[src/hw/pemx_pkg.sv]
/*
 * pemx_pkg: constants and carrier types for the port E bus pin assignment block.
 * assumes a byte-wide register port and one clock domain.
 */
package pemx_pkg;
    // register offsets
    localparam logic [7:0] ADDR_ASSIGN = 8'h0A;
    localparam logic [7:0] ADDR_PULLUP = 8'h0C;
    localparam logic [7:0] ADDR_DRIVE = 8'h0D;
    // assignment register fields
    localparam int BIT_DATA_EN_DIS = 7;
    localparam int BIT_CGTEST = 6;
    localparam int BIT_PIPE = 5;
    localparam int BIT_ECLK_DIS = 4;
    localparam int BIT_LSTR = 3;
    localparam int BIT_RW = 2;
    localparam int BIT_CAL = 1;
    localparam int BIT_INVE = 0;
    // pin numbers on port E
    localparam int PIN_DATA_EN = 7;
    localparam int PIN_TEST = 6;
    localparam int PIN_PIPE_LO = 5;
    localparam int PIN_ECLK = 4;
    localparam int PIN_LSTR = 3;
    localparam int PIN_RW = 2;
    // assignment reset values per mode
    localparam logic [7:0] RST_NORM_EXP = 8'h00;
    localparam logic [7:0] RST_SPEC_EXP = 8'h2C;
    localparam logic [7:0] RST_PERIPH = 8'hD0;
    localparam logic [7:0] RST_NORM_SC = 8'h90;
    localparam logic [7:0] RST_SPEC_SC = 8'h2E;
    // pull-up and drive registers
    localparam logic [7:0] RST_PULLUP = 8'h10;
    localparam logic [7:0] RST_DRIVE = 8'h00;
    localparam logic [7:0] PORT_BITS_MASK = 8'hF3;
    localparam logic [7:0] PULLUP_E_PINS = 8'h8F;
    // pins 1:0 are interrupt inputs and never drive
    localparam logic [7:0] OUT_PINS_MASK = 8'hFC;
    localparam int BIT_PORT_E = 4;
    // bits writable once in normal, after first in special
    localparam logic [7:0] ONCE_MASK = 8'hBD;

    // operating modes, one-hot
    typedef enum logic [5:0]
    {
        MODE_NORM_SC = 6'h01,
        MODE_NORM_EXP = 6'h02,
        MODE_NORM_NARROW = 6'h04,
        MODE_SPEC_SC = 6'h08,
        MODE_SPEC_EXP = 6'h10,
        MODE_PERIPH = 6'h20
    } pemx_mode_type;

    typedef struct packed
    {
        logic [7:0] addr;
        logic [7:0] wdata;
        logic write;
        logic read;
    } pemx_bus_type;

    typedef struct packed
    {
        logic eclk;
        logic eclkFall;
        logic dataEnable;
        logic pipeHi;
        logic pipeLo;
        logic clkgenTest;
        logic calibRef;
        logic lowByteStrobe;
        logic readWrite;
    } pemx_func_type;
endpackage

[src/hw/pemx_pin_assign.sv]
/*
 * pemx_pin_assign: port E bus control pin assignment, pull-up and drive registers.
 * assumes mode and e_stretch_bit come from the mode register, func from the bus
 * sequencer, and a byte register port with read data one cycle after the strobe.
 */
`timescale 1ns/1ps
`default_nettype none

////////////////////////////////////////////////////////////////////////////////
// How it works
// - normal single chip: all port E general
// - normal expanded: only data enable, E clock
// - special expanded: bus set plus pipe status
// - special single chip adds calibration reference
// - peripheral: assignment hidden, clock test set
// - protected bits: once normal, skip-first special
// - clock test bit: never normal, skip-first special
// - E clock disable per-mode writes; E direction
// - calibration on pin 7 when allowed
// - pin 7 data enable or inverted E
// - single chip ignores pin 7 data enable and invert bits
// - clock test on pin 6, pipe overrides
// - pipe status on pins 6 and 5
// - pin 4 E clock, stretch gates single chip
// - pin 3 low strobe unless excluded modes
// - low byte tag sampled at E fall
// - pin 2 read/write outside single chip
// - pull-up bits per port, E resets one
// - port E pull-ups on pins 7,3..0
// - reduced drive bit per port
// - pull-up register unmapped in peripheral
// - alternate function overrides direction bit
module pemx_pin_assign
(
    // clock and reset
    input wire logic mclk,
    input wire logic reset,
    // operating mode
    input wire pemx_pkg::pemx_mode_type mode,
    input wire logic e_stretch_bit,
    input wire logic debugTagOn,
    // register port
    input wire pemx_pkg::pemx_bus_type bus,
    output logic [7:0] rdata,
    // bus sequencer functions and general I/O
    input wire pemx_pkg::pemx_func_type func,
    input wire logic [7:0] port_e_direction,
    input wire logic [7:0] gpioOut,
    input wire logic [7:0] pinIn,
    // pins
    output logic [7:0] pinOut,
    output logic [7:0] pinOe,
    output logic [7:0] pinPullup,
    output logic [7:0] pullup_control,
    output logic [7:0] reduced_drive_control,
    output logic low_byte_tag_in
);
    typedef struct packed
    {
        logic [7:0] assign_;
        logic [7:0] pull;
        logic [7:0] drive;
        logic [7:0] rdata;
        logic [7:0] pinOut;
        logic [7:0] pinOe;
        logic [7:0] pinPullup;
        logic tag;
    } pemx_state_type;

    pemx_state_type state;
    pemx_state_type next_state;
    logic singleChip, special, expanded, peripheral, normalExp, narrowNorm;
    logic [7:0] allowA, allowD, onceA, anyA;
    logic wrA, wrP, wrD;
    logic [7:0] altSel;
    logic [7:0] altVal;
    logic [7:0] resetAssign;

    pemx_mode_decode u_dec
    (
        .mode(mode),
        .singleChip(singleChip),
        .special(special),
        .expanded(expanded),
        .peripheral(peripheral),
        .normalExp(normalExp),
        .narrowNorm(narrowNorm)
    );

    // assignment and pull-up hidden in peripheral
    assign wrA = bus.write && bus.addr == pemx_pkg::ADDR_ASSIGN && !peripheral;
    assign wrP = bus.write && bus.addr == pemx_pkg::ADDR_PULLUP && !peripheral;
    assign wrD = bus.write && bus.addr == pemx_pkg::ADDR_DRIVE && !peripheral;

    // E clock disable: once in normal single chip, any in special single chip
    always_comb
    begin
        onceA = pemx_pkg::ONCE_MASK;
        anyA = 8'h00;
        anyA[pemx_pkg::BIT_CAL] = 1'b1;
        onceA[pemx_pkg::BIT_ECLK_DIS] = 1'b0;
        // clock test never in normal modes
        onceA[pemx_pkg::BIT_CGTEST] = special;
        if (mode == pemx_pkg::MODE_NORM_SC)
            onceA[pemx_pkg::BIT_ECLK_DIS] = 1'b1;
        if (mode == pemx_pkg::MODE_SPEC_SC)
            anyA[pemx_pkg::BIT_ECLK_DIS] = 1'b1;
    end

    pemx_write_gate #(.WIDTH(8)) u_gateA
    (
        .mclk(mclk),
        .reset(reset),
        .write(wrA),
        .special(special),
        .onceBits(onceA),
        .anyBits(anyA),
        .allow(allowA)
    );

    pemx_write_gate #(.WIDTH(8)) u_gateD
    (
        .mclk(mclk),
        .reset(reset),
        .write(wrD),
        .special(special),
        .onceBits(pemx_pkg::PORT_BITS_MASK),
        .anyBits(8'h00),
        .allow(allowD)
    );

    always_comb
    begin
        case (mode)
            pemx_pkg::MODE_NORM_SC: resetAssign = pemx_pkg::RST_NORM_SC;
            pemx_pkg::MODE_NORM_EXP: resetAssign = pemx_pkg::RST_NORM_EXP;
            pemx_pkg::MODE_NORM_NARROW: resetAssign = pemx_pkg::RST_NORM_EXP;
            pemx_pkg::MODE_SPEC_SC: resetAssign = pemx_pkg::RST_SPEC_SC;
            pemx_pkg::MODE_SPEC_EXP: resetAssign = pemx_pkg::RST_SPEC_EXP;
            pemx_pkg::MODE_PERIPH: resetAssign = pemx_pkg::RST_PERIPH;
            default: resetAssign = pemx_pkg::RST_NORM_SC;
        endcase
    end

    ////////////////////////////////////////////////////////////////////////////
    // pin function selection
    always_comb
    begin
        altSel = 8'h00;
        altVal = 8'h00;
        if (expanded && !state.assign_[pemx_pkg::BIT_DATA_EN_DIS])
        begin
            altSel[pemx_pkg::PIN_DATA_EN] = 1'b1;
            altVal[pemx_pkg::PIN_DATA_EN] = state.assign_[pemx_pkg::BIT_INVE]
                ? !func.eclk : func.dataEnable;
        end
        else if (state.assign_[pemx_pkg::BIT_CAL])
        begin
            altSel[pemx_pkg::PIN_DATA_EN] = 1'b1;
            altVal[pemx_pkg::PIN_DATA_EN] = func.calibRef;
        end
        if (expanded && state.assign_[pemx_pkg::BIT_PIPE])
        begin
            altSel[pemx_pkg::PIN_TEST] = 1'b1;
            altSel[pemx_pkg::PIN_PIPE_LO] = 1'b1;
            altVal[pemx_pkg::PIN_TEST] = func.pipeHi;
            altVal[pemx_pkg::PIN_PIPE_LO] = func.pipeLo;
        end
        // clock test unless single chip or normal expanded
        else if (state.assign_[pemx_pkg::BIT_CGTEST] && !singleChip && !normalExp)
        begin
            altSel[pemx_pkg::PIN_TEST] = 1'b1;
            altVal[pemx_pkg::PIN_TEST] = func.clkgenTest;
        end
        // E clock, stretch bit gates single chip
        if (!state.assign_[pemx_pkg::BIT_ECLK_DIS] && !(singleChip && e_stretch_bit))
        begin
            altSel[pemx_pkg::PIN_ECLK] = 1'b1;
            altVal[pemx_pkg::PIN_ECLK] = func.eclk;
        end
        if (state.assign_[pemx_pkg::BIT_LSTR] && !singleChip && !narrowNorm)
        begin
            altSel[pemx_pkg::PIN_LSTR] = 1'b1;
            altVal[pemx_pkg::PIN_LSTR] = func.lowByteStrobe;
        end
        if (state.assign_[pemx_pkg::BIT_RW] && !singleChip)
        begin
            altSel[pemx_pkg::PIN_RW] = 1'b1;
            altVal[pemx_pkg::PIN_RW] = func.readWrite;
        end
    end

    ////////////////////////////////////////////////////////////////////////////
    // next state
    always_comb
    begin
        next_state = state;
        next_state.rdata = 8'h00;
        if (wrA)
            next_state.assign_ = (state.assign_ & ~allowA) | (bus.wdata & allowA);
        // pull-up bits, unused bits stay zero
        if (wrP)
            next_state.pull = bus.wdata & pemx_pkg::PORT_BITS_MASK;
        if (wrD)
            next_state.drive = (state.drive & ~allowD)
                | (bus.wdata & allowD & pemx_pkg::PORT_BITS_MASK);
        if (bus.read && !peripheral)
        begin
            case (bus.addr)
                pemx_pkg::ADDR_ASSIGN: next_state.rdata = state.assign_;
                pemx_pkg::ADDR_PULLUP: next_state.rdata = state.pull;
                pemx_pkg::ADDR_DRIVE: next_state.rdata = state.drive;
                default: next_state.rdata = 8'h00;
            endcase
        end
        // alternate function overrides direction; E input in peripheral
        next_state.pinOe = (altSel | (port_e_direction & ~altSel)) & pemx_pkg::OUT_PINS_MASK;
        if (peripheral)
            next_state.pinOe[pemx_pkg::PIN_ECLK] = 1'b0;
        next_state.pinOut = (altVal & altSel) | (gpioOut & ~altSel);
        next_state.pinPullup = {8{state.pull[pemx_pkg::BIT_PORT_E]}}
            & pemx_pkg::PULLUP_E_PINS & ~next_state.pinOe;
        // tag sample at falling E edge
        if (mode == pemx_pkg::MODE_SPEC_EXP && debugTagOn && func.eclkFall
            && state.assign_[pemx_pkg::BIT_LSTR])
            next_state.tag = !pinIn[pemx_pkg::PIN_LSTR];
        if (reset)
        begin
            next_state = '0;
            next_state.assign_ = resetAssign;
            next_state.pull = pemx_pkg::RST_PULLUP;
            next_state.drive = pemx_pkg::RST_DRIVE;
        end
    end

    always_ff @(posedge mclk)
    begin
        state <= next_state;
    end

    assign rdata = state.rdata;
    assign pinOut = state.pinOut;
    assign pinOe = state.pinOe;
    assign pinPullup = state.pinPullup;
    assign pullup_control = state.pull;
    assign reduced_drive_control = state.drive;
    assign low_byte_tag_in = state.tag;
endmodule
`default_nettype wire

[src/hw/pemx_mode_decode.sv]
/*
 * pemx_mode_decode: classifies the mode into the groups the pin mux needs.
 * assumes the mode input is one-hot and steady.
 */
`timescale 1ns/1ps
`default_nettype none
module pemx_mode_decode
(
    // mode in
    input wire pemx_pkg::pemx_mode_type mode,
    // groups out
    output logic singleChip,
    output logic special,
    output logic expanded,
    output logic peripheral,
    output logic normalExp,
    output logic narrowNorm
);
    always_comb
    begin
        singleChip = (mode == pemx_pkg::MODE_NORM_SC) || (mode == pemx_pkg::MODE_SPEC_SC);
        special = (mode == pemx_pkg::MODE_SPEC_SC) || (mode == pemx_pkg::MODE_SPEC_EXP);
        peripheral = (mode == pemx_pkg::MODE_PERIPH);
        normalExp = (mode == pemx_pkg::MODE_NORM_EXP) || (mode == pemx_pkg::MODE_NORM_NARROW);
        narrowNorm = (mode == pemx_pkg::MODE_NORM_NARROW);
        expanded = normalExp || (mode == pemx_pkg::MODE_SPEC_EXP);
    end
endmodule
`default_nettype wire

[src/hw/pemx_write_gate.sv]
/*
 * pemx_write_gate: per-bit write permission for protected register bits.
 * assumes a write strobe pulse one cycle long and a synchronous reset.
 */
`timescale 1ns/1ps
`default_nettype none
module pemx_write_gate
#(
    parameter int WIDTH = 8
)
(
    // clock and reset
    input wire logic mclk,
    input wire logic reset,
    // write strobe and policy
    input wire logic write,
    input wire logic special,
    input wire logic [WIDTH-1:0] onceBits,
    input wire logic [WIDTH-1:0] anyBits,
    // permission
    output logic [WIDTH-1:0] allow
);
    logic seen;
    // seen is the only state: normal lets the first write pass, special drops it
    always_ff @(posedge mclk)
    begin
        if (reset)
            seen <= 1'b0;
        else if (write)
            seen <= 1'b1;
    end

    always_comb
    begin
        allow = anyBits | (onceBits & {WIDTH{special ? seen : !seen}});
    end
endmodule
`default_nettype wire

[config.mk]
export PLATFORM = sky130hd
export DESIGN_NAME = pemx_pin_assign
export DESIGN_NICKNAME = d
export VERILOG_FILES = /design/src/hw/pemx_pkg.sv /design/src/hw/pemx_pin_assign.sv /design/src/hw/pemx_mode_decode.sv /design/src/hw/pemx_write_gate.sv
export SDC_FILE = /design/constraint.sdc
export NUM_CORES = 1
export LEC_CHECK = 0
export ABC_AREA = 1
export BUFFER_PORTS_ARGS = -buffer_cell sky130_fd_sc_hd__buf_2
export CAP_MARGIN = 30
export CORE_MARGIN = 2
export CORE_UTILIZATION = 55
export DETAILED_ROUTE_END_ITERATION = 12
export GPL_TIMING_DRIVEN = 1
export PLACE_DENSITY_LB_ADDON = 0.08
export SLEW_MARGIN = 20
export SYNTH_ARGS = -nofsm -noshare
export SYNTH_HDL_FRONTEND = slang
export SYNTH_HIERARCHICAL = 1
export SYNTH_SLANG_ARGS = --single-unit
[constraint.sdc]
create_clock -name mclk -period 3.74 [get_ports mclk]
set_input_delay 0.748 -clock mclk [delete_from_list [all_inputs] [get_ports mclk]]
set_output_delay 0.748 -clock mclk [all_outputs]
set_load 0.03 [all_outputs]
# Word-level counts from Yosys, hierarchy flattened
# Index checks and enable logic that the tools add are counted.
op_classes:
  n_eq_ne: 9
  n_bitwise: 19
  mux: 30
  reduce_logical: 37
op_table:
  columns: ["cell", "count"]
  rows:
  - ["$and A8 B8 Y8", 9]
  - ["$mux W57", 1]
  - ["$mux W8", 4]
  - ["$not A8 Y8", 4]
  - ["$or A8 B8 Y8", 4]
  - ["$pmux W8 S4", 1]
  - ["$eq A8 B4 Y1 const B", 3]
  - ["$pmux W8 S3", 1]
  - ["$mux W1", 23]
  - ["$logic_and A1 B1 Y1", 19]
  - ["$logic_not A1 Y1", 11]
  - ["$or A5 B8 Y8", 1]
  - ["$eq A6 B1 Y1 const B", 1]
  - ["$eq A6 B2 Y1 const B", 1]
  - ["$eq A6 B3 Y1 const B", 1]
  - ["$eq A6 B4 Y1 const B", 1]
  - ["$eq A6 B5 Y1 const B", 1]
  - ["$eq A6 B6 Y1 const B", 1]
  - ["$logic_or A1 B1 Y1", 4]
  - ["$reduce_or A2 Y1", 2]
  - ["$reduce_bool A2 Y1", 1]
  - ["$not A1 Y1", 1]
totals:
  wordCells: 106
  register_bits: 57
  output_inout_bits: 49
  in_bits: 61

# Logic depth before layout (Yosys ltp)
logic_depth:
  word_depth: 14
  ltp_mapped: 12
  ltp_nobuf: 12

# By module
# Netlist, hierarchy kept.
modules_own_cells:
  columns: ["module", "instances", "seq_area_each_um2", "cells_per_inst", "area_per_inst_um2"]
  rows:
  - ["pemx_pin_assign", 1, 1061.0, 389, 2773.9]
  - ["pemx_write_gate", 2, 20.0, 31, 145.1]
  - ["pemx_mode_decode", 1, 0.0, 21, 97.6]

# Least setup slack after synthesis
# No wires, ideal clock.
synth_path:
  path_kind: "input-to-reg"
  start: "input port mode[0]"
  end: "register (tool-made name)"
  required_ps: 3430
  path_buffers: 0
  slack_ps: 1732
  cell_stages: 9
  t_arrival_ps: 1698
  setup_time_ps: 310
  cell_sequence: "nor2_2 > nand4_1 > nand2_1 > inv_1 > nand2_1 > nand3_1 > nand2_1 > inv_1 > o21ai_0"
synth_rtl:
  columns: ["item", "line", "source"]
  rows:
  - ["start: declaration", "pemx_pin_assign.sv:39", "input wire pemx_pkg::pemx_mode_type mode,"]

==> qor.yml <==
outcome:
  run_status: "complete, no violations"
worst_setup_path:
  start_kind: "input port"
  critPathKind: "in -> reg"
  reg2reg_slack_ns: 2.51
  endpoint_kind: "register"
  path_common_cell: "nand2_1"
  critical_path.n_buffers_inverters: 3
  worstPathMaxFanout: 8
  r2r_start: "u_gateA/seen"
  cp_data_arrival_time_ns: 2.09
  rr_worst_depth: 6
  path_cells: "buf_2 -> nor2_2 -> nand3_1 -> nand2_1 -> inv_1 -> nand2_1 -> nand3_1 -> nand2_1 -> inv_1 -> o21ai_0"
  required_ns: 3.75
  cp-startpoint: "mode[3]"
  max_stage_delay_ns: 0.21
  critPathSlowestCell: "nand2_1"
  path_delay_family: "simple AND/OR/NAND/NOR gates"
sta:
  hold_viol: 0
  fmax_ghz: 0.482
  tns_ns: 0
  fin_crit_sh: 0.555
  finalSetupViolCount: 0
  slew_viol_final: 0
  finClkSkew_ns: 0.00706
  fin_crit_ns: 2.08
  rsz0062_at_grt: "false"
clock_tree:
  cts_resized: 0
  htreeDepth: 2
  cts_setup_buffers: 0
  root_buffer: "clkbuf_8"
  cts_inserted_buffers: 5
  clk_latency_ns: 0.30
  clkTransAtPathRegs_ns: 0.10
  clock_sinks: 51
  postCtsHoldBufs: 0
  cts_tree: "built"
  clockBufferDepth: 2
synth:
  syn_area_mm2: 0.00316
  synth.ff_latch_count: 51
  synth.avg_cell_area_um2: 6.70
  synth_common_cells: "94 x nand2_1, 79 x inv_1, 60 x nand3_1"
  synth_cell_type_count: 31
  yosysTopAreaCell: "dfxtp_1"
  async_reset_ff_frac: 0
  yosysMostFrequentCell: "nand2_1"
  ys.warnings.count: 6
  syn-instance-count: 472
  synth_flop_cell: "dfxtp_1"
  synth_top_area_frac: 0.272
  synth_seq_area_share: 0.348
  synthTopCellsByArea: "dfxtp_1 27%, buf_4 11%, nand2_1 11%, nand3_1 9.5%, inv_1 9.4%"
  synth_edf_count: 8
power:
  powerDensity_mw_per_mm2: 335
  peakVddDrop_mv: 0.143
  p_leak_nw: 1.98
  power.total_w: 0.00119
routing:
  ant_nets: 0
  finalWirelength_um: 7110
  route.vias.total: 2883
  first_pass_iters: 4
  wl_per_cell_um: 11.4
  routed_via_density: 4.62
  drc: 0
  drt_iter0_drc: 148
job:
  maxCapViolations: 0
placed_design:
  io_buffers: 93
  placed_area_mm2: 0.00341
  dp_hpwl_um: 5510
  place.gp.congestion: 0.910
final_layout:
  syn_to_final_growth_pct: 12.4
  finalNetCount: 612
  drive_gt1_frac: 0.234
  final_design_area_no_fill_mm2: 0.00355
  n_antenna_cell: 0
die:
  core_mm2: 0.00554
  die_area_mm2: 0.00637
  ios: 110
  die_width_um: 79.8
  start_util: 0.571
  rows: 27
  die_h_um: 79.8
grt:
  gr-total-overflow: 0
  antenna_found_initial: 0
  grt_pass1_wl_um: 11500
  grt_max_degree: 32
  grt_usage: 0.231
  grt_pass1_vias: 2600
worst_hold_path:
  holdPathEnd: "reduced_drive_control[2]"
  holdPathStages: 2
  hold_start: "reduced_drive_control[2]"
  min_path_type: "reg -> reg"
## worst max-delay path by stage
stage,to,cells past startpoint,slack [ns]
floorplan,register,9,1.73
global placement,register,9,1.03
detailed placement,register,9,0.96
CTS,register,9,1.29
global route,register,10,1.53
finish,register,10,1.66
## cell families after synthesis
group | count (synthesis) | share of synthesized area
flops | 51 | 0.348
other cells | 2 | 0.00238
simple gates | 253 | 0.368
compound gates | 25 | 0.0416
buf+inv | 141 | 0.240
## final cells by class
type | count | area, um^2
Fill cell | 548 | 1990
Clock inverter | 2 | 36.3
Clock buffer | 6 | 93.8
Sequential cell | 51 | 1100
Inverter | 84 | 320
Timing Repair Buffer | 95 | 484
Tap cell | 72 | 90.1
Multi-Input combinational cell | 314 | 1430
## worst min-delay path, stage by stage, from the launching register on
cell,delay (ns)
dfxtp_1,0.34
nand3_1,0.08
inv_1,0.04
## routing by layer
layer | global-route usage | part of all wire
met5 | 0 | 0
met2 | 0.387 | 0.46
met3 | 0.0396 | 0.069
met1 | 0.308 | 0.46
met4 | 0.0661 | 0.010
## per-stage QoR
stage / hold WS, ns / cells / utilization / setup slack [ns]
after global routing: 0.500 / 624 / 0.642 / 1.53
after global placement: 0.462 / 615 / 0.616 / 1.03
after floorplan: 0.449 / 506 / - / 1.73
final: 0.488 / 624 / 0.642 / 1.66
after detailed placement: 0.471 / 615 / 0.616 / 0.959
after CTS: 0.485 / 623 / 0.640 / 1.29
## layout by cell type (no fill, tap or decap), types with 4 or more instances in the layout
| cell | Yosys | final |
|---|---|---|
| dfxtp_1 | 43 | 43 |
| buf_2 | 3 | 93 |
| nand2_2 | 9 | 9 |
| conb_1 | 2 | 36 |
| nand3_1 | 60 | 60 |
| nor2_4 | 4 | 4 |
| nor2_2 | 5 | 5 |
| edfxtp_1 | 8 | 8 |
| inv_1 | 79 | 79 |
| nor2_1 | 55 | 55 |
| nand2_1 | 94 | 94 |
| o21ai_0 | 10 | 10 |
| nor3_1 | 4 | 4 |
| nand4_1 | 17 | 17 |
| a21oi_1 | 12 | 12 |
| clkbuf_8 | 1 | 5 |
## report_power, final
part / leakage (nW) / total, W / switching (W) / internal [W]
combinational: 1.48 / 0.000183 / 0.000125 / 0.0000586
sequential: 0.432 / 0.000584 / 0.00000740 / 0.000576
clock: 0.0669 / 0.000424 / 0.000183 / 0.000240
Note: power is estimated with default switching activity, not from simulation.
